[src/fsps_pkg.sv]
package fsps_pkg;
  // Clock and self-timed operation lengths
  localparam int CLK_PERIOD_NS = 10;
  localparam int ERASE_TIME_US = 20;
  localparam int PROG_TIME_US = 2;
  localparam logic [11:0] ERASE_CYCLES =
    12'((ERASE_TIME_US * 1000 + CLK_PERIOD_NS - 1) / CLK_PERIOD_NS);
  localparam logic [11:0] PROG_CYCLES =
    12'((PROG_TIME_US * 1000 + CLK_PERIOD_NS - 1) / CLK_PERIOD_NS);

  // Register byte offsets
  localparam logic [4:0] OFS_CONTROL = 5'h00;
  localparam logic [4:0] OFS_KEY = 5'h04;
  localparam logic [4:0] OFS_PAGE = 5'h08;
  localparam logic [4:0] OFS_OFFSET = 5'h0c;
  localparam logic [4:0] OFS_STORE_LOW = 5'h10;
  localparam logic [4:0] OFS_STORE_HIGH = 5'h14;
  localparam logic [4:0] OFS_STATUS = 5'h18;

  // Control register contents
  localparam logic [15:0] CTRL_RESET = 16'h0000;
  localparam int LAUNCH_BIT = 15;
  localparam logic [15:0] OP_MASK = 16'h7fff;
  localparam logic [15:0] OP_PAGE_ERASE = 16'h4042;
  localparam logic [15:0] OP_ROW_PROG = 16'h4001;
  localparam logic [7:0] KEY_FIRST = 8'h55;
  localparam logic [7:0] KEY_SECOND = 8'haa;

  // Status register bits
  localparam int ST_BUSY = 0;
  localparam int ST_ARMED = 1;
  localparam int ST_REFUSED = 2;
  localparam int ST_DONE = 3;

  // Array geometry, addresses in program counter units (two per word)
  localparam int PAGE_WORDS = 512;
  localparam int PAGE_BYTES = 1536;
  localparam int ROW_WORDS = 64;
  localparam int ROW_BYTES = 192;
  localparam int PAGE_LSB = 10;
  localparam int ROW_LSB = 7;
  localparam logic [15:0] OFFSET_STEP = 16'h0002;
  localparam logic [6:0] ROW_WORDS_7 = 7'h40;

  typedef enum logic [1:0] {
    FSPS_IDLE = 2'b00,
    FSPS_ERASE = 2'b01,
    FSPS_PROG = 2'b10,
    FSPS_WAIT = 2'b11
  } fsps_state_t;

  // Merge the low two byte lanes of a bus write into a 16-bit register
  function automatic logic [15:0] fsps_merge(input logic [15:0] old,
                                            input logic [31:0] wdata,
                                            input logic [3:0] be);
    fsps_merge = {be[1] ? wdata[15:8] : old[15:8], be[0] ? wdata[7:0] : old[7:0]};
  endfunction
endpackage

[src/fsps_key_unlock.sv]
module fsps_key_unlock
  import fsps_pkg::*;
(
  input wire logic sys_clk,
  input wire logic rst_n,
  input wire logic clk_en,
  input wire logic key_wr,
  input wire logic [7:0] key_data,
  input wire logic other_wr,
  output logic armed
);
  typedef enum logic [1:0] {
    FSPS_KEY_IDLE = 2'b00,
    FSPS_KEY_HALF = 2'b01,
    FSPS_KEY_ARMED = 2'b10
  } fsps_key_t;

  fsps_key_t key_state;
  fsps_key_t next_key_state;

  // Any stray write in between breaks the sequence
  always_comb begin
    next_key_state = key_state;
    unique case (key_state)
      FSPS_KEY_IDLE: begin
        if (key_wr && key_data == KEY_FIRST) next_key_state = FSPS_KEY_HALF; // [RULE5]
      end
      FSPS_KEY_HALF: begin
        if (key_wr) begin
          next_key_state = (key_data == KEY_SECOND) ? FSPS_KEY_ARMED : FSPS_KEY_IDLE; // [RULE5]
        end else if (other_wr) begin
          next_key_state = FSPS_KEY_IDLE;
        end
      end
      FSPS_KEY_ARMED: begin
        if (key_wr || other_wr) next_key_state = FSPS_KEY_IDLE;
      end
      default: next_key_state = FSPS_KEY_IDLE;
    endcase
  end

  always_ff @(posedge sys_clk) begin
    if (!rst_n) begin
      key_state <= FSPS_KEY_IDLE;
    end else if (clk_en) begin
      key_state <= next_key_state;
    end
  end

  assign armed = (key_state == FSPS_KEY_ARMED);

  a_key_order: assert property (@(posedge sys_clk) disable iff (!rst_n) // [RULE5]
    clk_en && key_wr && key_data == KEY_SECOND && key_state == FSPS_KEY_HALF |=> armed)
    else $error("key pair did not arm");
endmodule

[src/fsps_sequencer.sv]
// What the document requires of this block and of the software using it
// RULE1: Erase clears one whole 512-word page
// RULE2: Program writes one 64-word row from latches
// RULE3: Control value 0x4042 selects page erase
// RULE4: Erase address from page pointer plus low store
// RULE5: Keys 0x55 then 0xAA before any start
// RULE6: Launch bit after unlock starts the operation
// RULE7: Software runs two idle instructions after launch
// RULE8: Operations time themselves and end alone
// RULE9: No separate flash address registers exist
// RULE10: No completion interrupt is raised
// RULE11: Low then high store, offset advances after high
// RULE12: Software masks interrupts around unlock and launch
// RULE13: Launch bit stays set until operation completes
module fsps_sequencer
  import fsps_pkg::*;
(
  input wire logic sys_clk,
  input wire logic rst_n,
  input wire logic clk_en,
  input wire logic [4:0] avs_address,
  input wire logic avs_read,
  input wire logic avs_write,
  input wire logic [31:0] avs_writedata,
  input wire logic [3:0] avs_byteenable,
  output logic [31:0] avs_readdata,
  output logic avs_waitrequest,
  output logic flash_busy,
  output logic flash_erase,
  output logic [23:0] flash_erase_addr,
  output logic flash_prog_we,
  output logic [23:0] flash_prog_addr,
  output logic [23:0] flash_prog_data
);
  // Register and sequencer state
  fsps_state_t state;
  fsps_state_t next_state;
  logic [15:0] ctrl;
  logic [15:0] next_ctrl;
  logic [7:0] tbl_page;
  logic [7:0] next_tbl_page;
  logic [15:0] tbl_offset;
  logic [15:0] next_tbl_offset;
  logic [23:0] erase_base;
  logic [23:0] next_erase_base;
  logic [16:0] row_base;
  logic [16:0] next_row_base;
  logic refused;
  logic next_refused;
  logic done;
  logic next_done;
  logic [11:0] cnt;
  logic [11:0] next_cnt;
  logic [5:0] idx;
  logic [5:0] next_idx;
  logic [31:0] next_readdata;
  logic next_waitrequest;
  logic next_busy;
  logic next_erase;
  logic [23:0] next_erase_addr;
  logic next_prog_we;
  logic [23:0] next_prog_addr;
  logic [23:0] next_prog_data;

  // Bus decode, valid only in the cycle the answer is given
  logic acc_wr;
  logic wr_ctrl;
  logic wr_key;
  logic wr_low;
  logic wr_high;
  logic wr_other;
  logic [15:0] ctrl_merged;
  logic [15:0] store_merged;
  logic [15:0] page_merged;
  logic [23:0] table_addr;
  logic key_armed;
  logic start_ok;
  logic [23:0] latch_rd;

  assign acc_wr = avs_write && !avs_waitrequest;
  assign wr_ctrl = acc_wr && avs_address == OFS_CONTROL;
  assign wr_key = acc_wr && avs_address == OFS_KEY;
  assign wr_low = acc_wr && avs_address == OFS_STORE_LOW;
  assign wr_high = acc_wr && avs_address == OFS_STORE_HIGH;
  assign wr_other = acc_wr && !wr_key && !wr_ctrl;
  assign ctrl_merged = fsps_merge(ctrl, avs_writedata, avs_byteenable);
  assign store_merged = fsps_merge(16'h0000, avs_writedata, avs_byteenable);
  assign page_merged = fsps_merge({8'h00, tbl_page}, avs_writedata, avs_byteenable);
  // Flash address is only ever page pointer plus table offset
  assign table_addr = {tbl_page, tbl_offset}; // [RULE9]

  // Start is honoured only with keys given, idle, and a known code
  assign start_ok = wr_ctrl && ctrl_merged[LAUNCH_BIT] && key_armed &&
                    state == FSPS_IDLE &&
                    ((ctrl_merged & OP_MASK) == OP_PAGE_ERASE ||
                     (ctrl_merged & OP_MASK) == OP_ROW_PROG); // [RULE5] [RULE6]

  fsps_key_unlock u_key (
    .sys_clk(sys_clk),
    .rst_n(rst_n),
    .clk_en(clk_en),
    .key_wr(wr_key),
    .key_data(avs_writedata[7:0]),
    .other_wr(wr_ctrl || wr_other),
    .armed(key_armed)
  );

  fsps_write_latch u_latch (
    .sys_clk(sys_clk),
    .clk_en(clk_en),
    .low_wr(wr_low),
    .high_wr(wr_high),
    .wr_idx(tbl_offset[ROW_LSB-1:1]),
    .wr_data(store_merged),
    .rd_idx(idx),
    .rd_data(latch_rd)
  );

  // One wait cycle per access, so every access answers on the second edge
  always_comb begin
    next_waitrequest = !((avs_read || avs_write) && avs_waitrequest);
    next_readdata = avs_readdata;
    if (avs_read && avs_waitrequest) begin
      unique case (avs_address)
        OFS_CONTROL: next_readdata = {16'h0000, ctrl};
        OFS_PAGE: next_readdata = {24'h00_0000, tbl_page};
        OFS_OFFSET: next_readdata = {16'h0000, tbl_offset};
        OFS_STATUS: next_readdata = {28'h000_0000, done, refused, key_armed,
                                     state != FSPS_IDLE};
        default: next_readdata = 32'h0000_0000;
      endcase
    end
  end

  // Pointer registers and the table stores
  always_comb begin
    next_tbl_page = tbl_page;
    next_tbl_offset = tbl_offset;
    next_erase_base = erase_base;
    next_row_base = row_base;
    if (acc_wr && avs_address == OFS_PAGE) begin
      next_tbl_page = page_merged[7:0];
    end
    if (acc_wr && avs_address == OFS_OFFSET) begin
      next_tbl_offset = fsps_merge(tbl_offset, avs_writedata, avs_byteenable);
    end
    if (wr_low) begin
      // Low store also fixes the page to erase and the row to program
      next_erase_base = {table_addr[23:PAGE_LSB], {PAGE_LSB{1'b0}}}; // [RULE4] [RULE1]
      next_row_base = table_addr[23:ROW_LSB]; // [RULE2]
    end
    if (wr_high) begin
      next_tbl_offset = 16'(tbl_offset + OFFSET_STEP); // [RULE11]
    end
  end

  always_ff @(posedge sys_clk) begin
    if (!rst_n) begin
      avs_waitrequest <= 1'b1;
      avs_readdata <= 32'h0000_0000;
      tbl_page <= 8'h00;
      tbl_offset <= 16'h0000;
      erase_base <= 24'h00_0000;
      row_base <= 17'h0_0000;
    end else if (clk_en) begin
      avs_waitrequest <= next_waitrequest;
      avs_readdata <= next_readdata;
      tbl_page <= next_tbl_page;
      tbl_offset <= next_tbl_offset;
      erase_base <= next_erase_base;
      row_base <= next_row_base;
    end
  end

  // Sequencer: self-timed, no timer or software needed to finish
  always_comb begin
    next_state = state;
    next_ctrl = ctrl;
    next_refused = refused;
    next_done = done;
    next_cnt = cnt;
    next_idx = idx;
    next_erase = 1'b0;
    next_erase_addr = flash_erase_addr;
    next_prog_we = 1'b0;
    next_prog_addr = flash_prog_addr;
    next_prog_data = flash_prog_data;
    // Software clears sticky status by writing ones
    if (acc_wr && avs_address == OFS_STATUS) begin
      if (avs_byteenable[0] && avs_writedata[ST_REFUSED]) next_refused = 1'b0;
      if (avs_byteenable[0] && avs_writedata[ST_DONE]) next_done = 1'b0;
    end
    // Control writes change the code only while idle; launch needs the keys
    if (wr_ctrl && state == FSPS_IDLE) begin
      next_ctrl = {start_ok, ctrl_merged[14:0]}; // [RULE6]
      if (ctrl_merged[LAUNCH_BIT] && !start_ok) next_refused = 1'b1;
    end else if (wr_ctrl) begin
      next_refused = 1'b1;
    end
    unique case (state)
      FSPS_IDLE: begin
        if (start_ok && (ctrl_merged & OP_MASK) == OP_PAGE_ERASE) begin // [RULE3]
          next_state = FSPS_ERASE;
          next_cnt = ERASE_CYCLES; // [RULE8]
          next_erase = 1'b1;
          next_erase_addr = erase_base; // [RULE4] [RULE1]
        end else if (start_ok) begin
          next_state = FSPS_PROG;
          next_idx = 6'h00;
        end
      end
      FSPS_ERASE: begin
        if (cnt == 12'h001) begin
          next_state = FSPS_IDLE;
          next_ctrl[LAUNCH_BIT] = 1'b0; // [RULE13]
          next_done = 1'b1;
        end else begin
          next_cnt = 12'(cnt - 12'h001); // [RULE8]
          next_erase = 1'b1;
        end
      end
      FSPS_PROG: begin
        // Stream the whole row, one latch per cycle
        next_prog_we = 1'b1; // [RULE2]
        next_prog_addr = {row_base, idx, 1'b0};
        next_prog_data = latch_rd;
        next_idx = 6'(idx + 6'h01);
        if (idx == 6'h3f) begin
          next_state = FSPS_WAIT;
          next_cnt = PROG_CYCLES; // [RULE8]
        end
      end
      FSPS_WAIT: begin
        if (cnt == 12'h001) begin
          next_state = FSPS_IDLE;
          next_ctrl[LAUNCH_BIT] = 1'b0; // [RULE13]
          next_done = 1'b1;
        end else begin
          next_cnt = 12'(cnt - 12'h001);
        end
      end
    endcase
    // Status set wins over a clear in the same cycle
    if (state != FSPS_IDLE && next_state == FSPS_IDLE) next_done = 1'b1;
    next_busy = next_state != FSPS_IDLE; // [RULE13]
  end

  // Completion is visible only by polling; no interrupt line exists
  always_ff @(posedge sys_clk) begin // [RULE10]
    if (!rst_n) begin
      state <= FSPS_IDLE;
      ctrl <= CTRL_RESET;
      refused <= 1'b0;
      done <= 1'b0;
      cnt <= 12'h000;
      idx <= 6'h00;
      flash_busy <= 1'b0;
      flash_erase <= 1'b0;
      flash_erase_addr <= 24'h00_0000;
      flash_prog_we <= 1'b0;
      flash_prog_addr <= 24'h00_0000;
      flash_prog_data <= 24'h00_0000;
    end else if (clk_en) begin
      state <= next_state;
      ctrl <= next_ctrl;
      refused <= next_refused;
      done <= next_done;
      cnt <= next_cnt;
      idx <= next_idx;
      flash_busy <= next_busy;
      flash_erase <= next_erase;
      flash_erase_addr <= next_erase_addr;
      flash_prog_we <= next_prog_we;
      flash_prog_addr <= next_prog_addr;
      flash_prog_data <= next_prog_data;
    end
  end

  // Helper counters for length checks
  logic [11:0] erase_len;
  logic [6:0] prog_len;
  always_ff @(posedge sys_clk) begin
    if (!rst_n) begin
      erase_len <= 12'h000;
      prog_len <= 7'h00;
    end else if (clk_en) begin
      erase_len <= flash_erase ? 12'(erase_len + 12'h001) : 12'h000;
      prog_len <= flash_prog_we ? 7'(prog_len + 7'h01) : 7'h00;
    end
  end

  a_start_needs_key: assert property (@(posedge sys_clk) disable iff (!rst_n) // [RULE5]
    $rose(flash_busy) |-> $past(key_armed) && $past(wr_ctrl))
    else $error("operation started without unlock");

  a_erase_code: assert property (@(posedge sys_clk) disable iff (!rst_n) // [RULE3]
    $rose(flash_erase) |-> (ctrl & OP_MASK) == OP_PAGE_ERASE)
    else $error("erase started with wrong code");

  a_erase_page_align: assert property (@(posedge sys_clk) disable iff (!rst_n) // [RULE1]
    flash_erase |-> flash_erase_addr[PAGE_LSB-1:0] == 10'h000)
    else $error("erase address not page aligned");

  // Falls built from $past, so the unknowns before reset cannot fake one
  a_erase_length: assert property (@(posedge sys_clk) disable iff (!rst_n) // [RULE8]
    $past(flash_erase) && !flash_erase |-> erase_len == ERASE_CYCLES)
    else $error("erase pulse has wrong length");

  a_row_count: assert property (@(posedge sys_clk) disable iff (!rst_n) // [RULE2]
    $past(flash_prog_we) && !flash_prog_we |-> prog_len == ROW_WORDS_7 && flash_busy)
    else $error("row did not stream 64 words");

  a_launch_held: assert property (@(posedge sys_clk) disable iff (!rst_n) // [RULE13]
    flash_busy |-> ctrl[LAUNCH_BIT])
    else $error("launch bit low while busy");

  a_launch_clear: assert property (@(posedge sys_clk) disable iff (!rst_n) // [RULE13]
    $past(flash_busy) && !flash_busy |-> !ctrl[LAUNCH_BIT] && done)
    else $error("launch bit not cleared at completion");

  a_high_advance: assert property (@(posedge sys_clk) disable iff (!rst_n) // [RULE11]
    clk_en && wr_high |=> tbl_offset == 16'($past(tbl_offset) + OFFSET_STEP))
    else $error("offset not advanced after high store");

  a_bus_answer: assert property (@(posedge sys_clk) disable iff (!rst_n)
    clk_en && (avs_read || avs_write) && avs_waitrequest |=> !avs_waitrequest)
    else $error("bus access not answered in one wait");

  a_busy_refuse: assert property (@(posedge sys_clk) disable iff (!rst_n) // [RULE13]
    clk_en && wr_ctrl && flash_busy |=> refused)
    else $error("control write while busy not refused");

  a_unarmed_start: assert property (@(posedge sys_clk) disable iff (!rst_n) // [RULE5]
    clk_en && wr_ctrl && !key_armed && !flash_busy |=> !flash_busy)
    else $error("operation started while not armed");

  a_launch_refused: assert property (@(posedge sys_clk) disable iff (!rst_n) // [RULE6]
    clk_en && wr_ctrl && ctrl_merged[LAUNCH_BIT] && !start_ok && !flash_busy
    |=> refused && !ctrl[LAUNCH_BIT])
    else $error("refused launch left launch bit set");

  a_erase_addr_hold: assert property (@(posedge sys_clk) disable iff (!rst_n) // [RULE4]
    flash_erase && $past(flash_erase) |-> $stable(flash_erase_addr))
    else $error("erase address moved during erase");

  a_prog_addr_step: assert property (@(posedge sys_clk) disable iff (!rst_n) // [RULE2]
    flash_prog_we && $past(flash_prog_we) && $past(clk_en)
    |-> flash_prog_addr == 24'($past(flash_prog_addr) + 24'h00_0002))
    else $error("row words not streamed in address order");
endmodule

[src/fsps_write_latch.sv]
module fsps_write_latch
  import fsps_pkg::*;
(
  input wire logic sys_clk,
  input wire logic clk_en,
  input wire logic low_wr,
  input wire logic high_wr,
  input wire logic [5:0] wr_idx,
  input wire logic [15:0] wr_data,
  input wire logic [5:0] rd_idx,
  output logic [23:0] rd_data
);
  // One row of holding latches; contents are undefined until loaded
  logic [23:0] latch_mem [ROW_WORDS];

  // Low store fills bits 15:0, high store fills the upper byte
  always_ff @(posedge sys_clk) begin
    if (clk_en && low_wr) latch_mem[wr_idx][15:0] <= wr_data; // [RULE11]
    if (clk_en && high_wr) latch_mem[wr_idx][23:16] <= wr_data[7:0]; // [RULE11]
  end

  assign rd_data = latch_mem[rd_idx];
endmodule
[config.mk]
export PLATFORM = sky130hd
export DESIGN_NAME = fsps_sequencer
export DESIGN_NICKNAME = d
export VERILOG_FILES = /design/src/fsps_pkg.sv /design/src/fsps_key_unlock.sv /design/src/fsps_sequencer.sv /design/src/fsps_write_latch.sv
export SDC_FILE = /design/constraint.sdc
export NUM_CORES = 2
export LEC_CHECK = 0
export ABC_AREA = 0
export BUFFER_PORTS_ARGS = -buffer_cell sky130_fd_sc_hd__buf_4
export CAP_MARGIN = 30
export CORE_AREA = 2 2 441 443
export CTS_BUF_LIST = sky130_fd_sc_hd__clkbuf_4 sky130_fd_sc_hd__clkbuf_8 sky130_fd_sc_hd__clkbuf_16
export DETAILED_ROUTE_END_ITERATION = 16
export DIE_AREA = 0 0 443 445
export GPL_TIMING_DRIVEN = 0
export PLACE_DENSITY_LB_ADDON = 0.08
export SLEW_MARGIN = 20
export SYNTH_ARGS = -nofsm -noshare
export SYNTH_HDL_FRONTEND = slang
export SYNTH_SLANG_ARGS = --single-unit
[constraint.sdc]
create_clock -name sys_clk -period 2.94 [get_ports sys_clk]
set_input_delay 0.147 -clock sys_clk [delete_from_list [all_inputs] [get_ports sys_clk]]
set_output_delay 0.147 -clock sys_clk [all_outputs]
set_load 0.01 [all_outputs]
* Word-level counts from Yosys, hierarchy flattened *
Memories as Yosys holds them, arrays and structs flattened. A register that Yosys moved wholly into a read port is not among the register bits.
Cells that the tools add are included.

storage, ports and cells
  register bits after elaboration = 168
  bits in latches = 0
  memory bits (writable) = 1536
  bits in read-only memories = 0
  input bits = 46
  output and inout bits = 108
  logic and storage cells = 154
  memories kept = 1

operators by class
  add/sub/neg operators = 3
  multiply operators = 0
  div/mod/pow operators = 0
  $lt $le $gt $ge = 0
  eq/ne operators = 25
  shift operators = 0
  multiplexer cells = 48
  bitwise gates (word level) = 0
  reduce and logical (&&, ||, !) cells = 57

memory list
  name               depth  width  read ports  clocked after memory_dff  wr ports  line                    source
  u_latch.latch_mem  64     24     1           1                         1         fsps_write_latch.sv:14  logic [23:0] latch_mem [ROW_WORDS];

operator list
  operator                                              number
  case mux 16 bit (4 select lines)                      1
  two-way mux 16 bit                                    3
  two-way mux 8 bit                                     6
  two-way mux 12 bit                                    3
  case mux 12 bit (3 select lines)                      1
  equality test 15 bit, second input constant           2
  logical AND 1 bit                                     25
  two-way mux 1 bit                                     19
  two-way mux 2 bit                                     9
  adder 16 x 2 -> 16 bit, second input constant         1
  equality test 5 bit, second input constant            3
  equality test 12 x 1 -> 1 bit, second input constant  1
  two-way mux 6 bit                                     2
  case mux 2 bit (3 select lines)                       2
  case mux 6 bit (2 select lines)                       1
  AND reduction 3 bit                                   4
  AND reduction 4 bit                                   3
  nonzero test 2 bit                                    6
  subtractor 12 x 1 -> 12 bit, second input constant    1
  equality test 5 x 4 -> 1 bit, second input constant   2
  equality test 8 x 7 -> 1 bit, second input constant   1
  equality test 8 bit, second input constant            1
  != test 2 bit, second input constant                  4
  AND reduction 2 bit                                   4
  other kinds (13)                                      28

* Longest topological paths before layout *
  depth in word-level cells = 13
  depth in mapped cells = 11

* Modules after synthesis *
Synthesis repeated with hierarchy kept, for this count alone.

unflattened totals
  cells, all modules = 3664
  area, all modules = 66626.4 um^2

by module, submodules not included
  module            instances  cells each  area an instance (um^2)  seq. area each (um^2)
  fsps_write_latch  1          2701        59121.7                  46124.2
  fsps_sequencer    1          947         7349.5                   3203.1
  fsps_key_unlock   1          16          155.1                    40.0

* Worst setup path before layout *
Ideal clock, no wire load.

  path kind = register to register
  start = register avs_waitrequest
  end = memory u_latch.latch_mem[58][0], enable pin
  arrival time = 2.603 ns
  path slack = -0.051 ns
  stages on the path, launching flop included = 10
  cell sequence = dfxtp_1 > nor2b_1 > clkbuf_1 > and2_1 > clkbuf_1 > nand3_1 > clkbuf_1 > or2_2 > clkbuf_1 > nor2_1

between the ends
  longest elaborated chain between the ends = 6

ends and longest elaborated chain
  element                                  line                    source
  start: declaration                       fsps_sequencer.sv:27    output logic avs_waitrequest,
  start signal: assignment                 fsps_sequencer.sv:166   avs_waitrequest <= next_waitrequest;
  logical NOT 1 bit                        fsps_sequencer.sv:80    assign acc_wr = avs_write && !avs_waitrequest;
  logical AND 1 bit                        fsps_sequencer.sv:80
  logical AND 1 bit                        fsps_sequencer.sv:83    assign wr_low = acc_wr && avs_address == OFS_STORE_LOW;
  logical AND 1 bit                        fsps_write_latch.sv:18  if (clk_en && low_wr) latch_mem[wr_idx][15:0] <= wr_data;
  two-way mux 1 bit                        fsps_write_latch.sv:18
  two-way mux 1 bit (not written as such)  fsps_write_latch.sv:18
  end: declaration                         fsps_write_latch.sv:14

Every way passes these cells.

* Worst setup path after layout *
  start = register avs_waitrequest
  end = memory u_latch.latch_mem[30][17], enable pin

between the ends
  longest elaborated chain between the ends = 6

ends and longest elaborated chain
  element                                  line                    source
  logical NOT 1 bit                        fsps_sequencer.sv:80
  logical AND 1 bit                        fsps_sequencer.sv:80
  logical AND 1 bit                        fsps_sequencer.sv:84    assign wr_high = acc_wr && avs_address == OFS_STORE_HIGH;
  logical AND 1 bit                        fsps_write_latch.sv:19  if (clk_en && high_wr) latch_mem[wr_idx][23:16] <= wr_data[7:0];
  two-way mux 1 bit                        fsps_write_latch.sv:19
  two-way mux 1 bit (not written as such)  fsps_write_latch.sv:19

Every way passes these cells.

==> reports/qor.yml <==
routedWlPerCell_um: 31.42
top_usage_layer: "met2"
use_met1_pct: 29.47
grt-ovfl-total: 0
synth.avg_cell_area_sq_um: 18.45
maxCapViolCount: 0
leakagePower_nw: 25.44
yosysWarnings: 0
placement.io_buffers: 106
drtIter0Drc: 3682
seq_area_frac_synth_pct: 73.85
syn_to_final_growth_pct: 22.87
synth_edf_count: 1536
intPower_mw: 39.71
clkTransAtPathRegs_ns: 0.06
r2r_start: "avs_waitrequest"
io_pins: 154
path_cells: "nor2b_1 > clkbuf_2 > nand2_1 > or3_1 > clkbuf_2 > nor2_1"
reg2reg_depth: 6
htreeDepth: 4
power_switching_mw: 10.33
worst_pin_slew_ns: 1.143
comb_power_share_pct: 1.8
cts_buffers: 188
grt_start_max_net_pins: 89
critPathLaunchType: "register"
relSlewSlack_pct: 23.82
grt_pass1_vias: 36520
place.gp.congestion: 0.8515
syn_area_sq_um: 66850
rr_endpoint: "u_latch.latch_mem[30][17]"
hp-class: "primary input to register"
hpwl_um: 147400
grt_pass1_wl_um: 295200
async_flop_share_pct: 0
cpMaxStageDelayCell: "nor2_1"
fmax_ghz: 0.3329
fin_ws_ns: -0.06365
die_x_um: 443
vias: 36670
start_util_pct: 34.82
cp_common_cell: "clkbuf_2"
grtUsageTotal_pct: 21.53
route.detailed.drc: 0
clk_path_buf_depth: 3
die-area_sq_um: 197100
clkPwrFrac_pct: 45.7
drt_wl_total_um: 214400
hold-path-cell-count: 4
hold_viol_final: 0
period_share_pct: 102.2
final_max_slew_viol_count: 0
hold_start: "clk_en"
powerDensity_nw_per_um2: 609.2
finClkSkew_ns: 0.02915
setup_violations: 57
yosysUniqueCellTypes: 72
period_needed_ns: 3.004
outcome: "finished with violations"
p_seq_share_pct: 52.6
met3_usage_pct: 3.467
cp.required_ns: 3.40
antenna_found_initial: 13
via_per_inst: 5.373
use_met2_pct: 35.02
fin_nets: 4196
core-area_sq_um: 192000
synth_seq_cells: 1698
cts_tree: "done"
slowest_delay_ns: 0.80
crit_fanout: 10
worst_hold_slack_ns: 0.1698
netlist_instances: 3623
drive_above_1_share_pct: 31.94
switching_share_pct: 20.65
cts_root_buf: "clkbuf_16"
violations: "negative setup slack"
drtPass1Iterations: 6
rows: 161
peakVddDrop_uv: 607.0
rsz0062_at_grt: "yes"
ant_nets: 0
end_kind: "register"
regToRegSetupSlack_ns: -0.06
numClockSinks: 1698
worstHoldEndpoint: "u_key.key_state[1]"
final_util_pct: 42.79
setup_tns_ns: -1.520
crit_type: "register to register"
cp.arrival_ns: 3.46
clk_latency_ns: 0.85
die_h_um: 445
p_total_mw: 50.04
ys.flop_type: "edfxtp_1"
[per-layer routing]
layer / routed length, um / vias to the layer above
li1: - / 15690
met1: 92470 / 19510
met2: 102500 / 1178
met3: 11960 / 296
met4: 7464 / 0
met5: 0 / -
[placed cells by master (no fill, tap or decap), types with 28 or more instances in the layout]
master         instances
mux4_2               352
a22oi_1               47
dfxtp_1              159
nand2_1              178
clkbuf_16            191
mux2i_1              192
dlygate4sd3_1         46
o21ai_0               51
buf_12                54
a21oi_1               78
buf_6                 55
clkinv_1              40
edfxtp_1            1536
a21boi_0              60
o22ai_1               36
clkbuf_2              35
clkbuf_4              73
nor2b_1               65
buf_8                 28
nor2_4               105
clkbuf_1              61
buf_4                201
nand3_1               49
nor2_1                60
[how the worst max path moves through the flow]
stage / from / slack [ns] / depth (start not counted) / endpoint
after floorplan: avs_waitrequest / -0.05 / 9 / u_latch.latch_mem[58][0]
after global placement: avs_byteenable[0] / -3.23 / 3 / u_latch.latch_mem[58][2]
after global routing: avs_waitrequest / -0.20 / 6 / u_latch.latch_mem[22][19]
after CTS: avs_waitrequest / -0.004 / 7 / u_latch.latch_mem[34][18]
after detailed placement: idx[2] / -1.99 / 9 / flash_prog_data[2]
final: avs_waitrequest / -0.06 / 6 / u_latch.latch_mem[30][17]
[through the flow]
| step | instance area [sq um] | setup WS, ns | cells |
|---|---|---|---|
| finish | 82140 | -0.06365 | 6824 |
| global route | 82140 | -0.2012 | 6822 |
| CTS | 81470 | -0.003923 | 6789 |
| detailed placement | 72600 | -1.986 | 6361 |
| global placement | 70900 | -3.227 | 6281 |
| floorplan | 66950 | -0.05100 | 3649 |
[kinds of logic (layout without fill, tap and decap cells)]
group	count (synthesis)	in the layout	synth area share, %
compound gates	414	414	4.271
fa+ha+maj	5	5	0.08984
buf+inv	270	916	1.808
flops	1698	1698	73.85
mux	570	570	15.14
other cells	1	30	0.005610
simple gates	665	665	4.840
[cell type report]
class,count,area (sq um)
Timing Repair Buffer,325,3832
Clock buffer,246,5175
Inverter,11,51.30
Multi-Input combinational cell,1681,18000
Buffer,241,1773
Antenna cell,3,7.507
Sequential cell,1698,49380
Clock inverter,93,768.2
Tap cell,2526,3161
Fill cell,16900,109800
[cells in the mapped netlist, types with 3 or more instances]
master     instances  share of area, %
a22oi_1           47              0.53
buf_2             53              0.40
edfxtp_1        1536                69
and3_1             8             0.075
a211oi_1          19              0.21
or3_1             13              0.12
nand2_1          180               1.0
o2bb2ai_1          3             0.039
nand2b_1           9             0.084
nor2b_1           66              0.62
o31ai_1            3             0.034
a31oi_1           23              0.22
mux4_2           352                12
o221a_2           11              0.19
nor3b_1           13              0.15
and2_1            29              0.27
dfxtp_1          162               4.9
a21boi_0          60              0.67
nand4_1           13              0.12
ha_1               4             0.075
o22ai_1           43              0.40
mux2i_1          210               3.1
nor2_1           184               1.0
o21ai_0           51              0.38
and4_1             3             0.039
nand3_1           54              0.40
clkbuf_1         135              0.76
o211ai_1          10              0.11
buf_4             32              0.36
nor4_1            25              0.23
inv_1              8             0.045
o2111ai_1          3             0.039
o221ai_1          32              0.42
buf_1             37              0.21
mux2_2             8              0.13
or3b_2             4             0.052
a221oi_1           9              0.12
nor3_1            28              0.21
a21o_1             3             0.034
a21oi_1           81              0.61
nand3b_1           6             0.067
or2_2             14              0.13
[power by group through the flow]
stage               sequential [mW]  combinational (mW)  clock (mW)
floorplan                      26.8               0.326           0
CTS                            26.3               0.901        23.4
finish                         26.3               0.890        22.9
global placement               26.9               0.738           0
global route                   26.3               0.949        24.3
detailed placement             26.8               0.867           0
[sequential cells by signal (all words and copies together) (netlist names), 2 cells and up]
| register | count |
|---|---|
| flash_prog_data | 24 |
| u_key.key_state | 2 |
| flash_erase_addr | 14 |
| u_latch.latch_mem | 1536 |
| tbl_offset | 16 |
| ctrl | 16 |
| cnt | 12 |
| state | 2 |
| tbl_page | 8 |
| avs_readdata | 16 |
| flash_prog_addr | 23 |
| row_base | 17 |
| idx | 6 |
[what timing repair did]
item | CTS | global route
setup buffers | 55 | 31
setup endpoints to repair | 1589 | 836
hold buffers | 46 | 0
pin swaps | 42 | 21
hold endpoints to repair | 283 | 0
gates resized for setup | 452 | 75
[worst max-delay path, delay by kind of cell, from the launching register on]
| kind | cells | cell delay, ns |
|---|---|---|
| DFF | 1 | 0.36 |
| and+or+nand+nor | 4 | 1.65 |
| buffers and inverters | 2 | 0.61 |
Power figures use the tool's default switching activity.
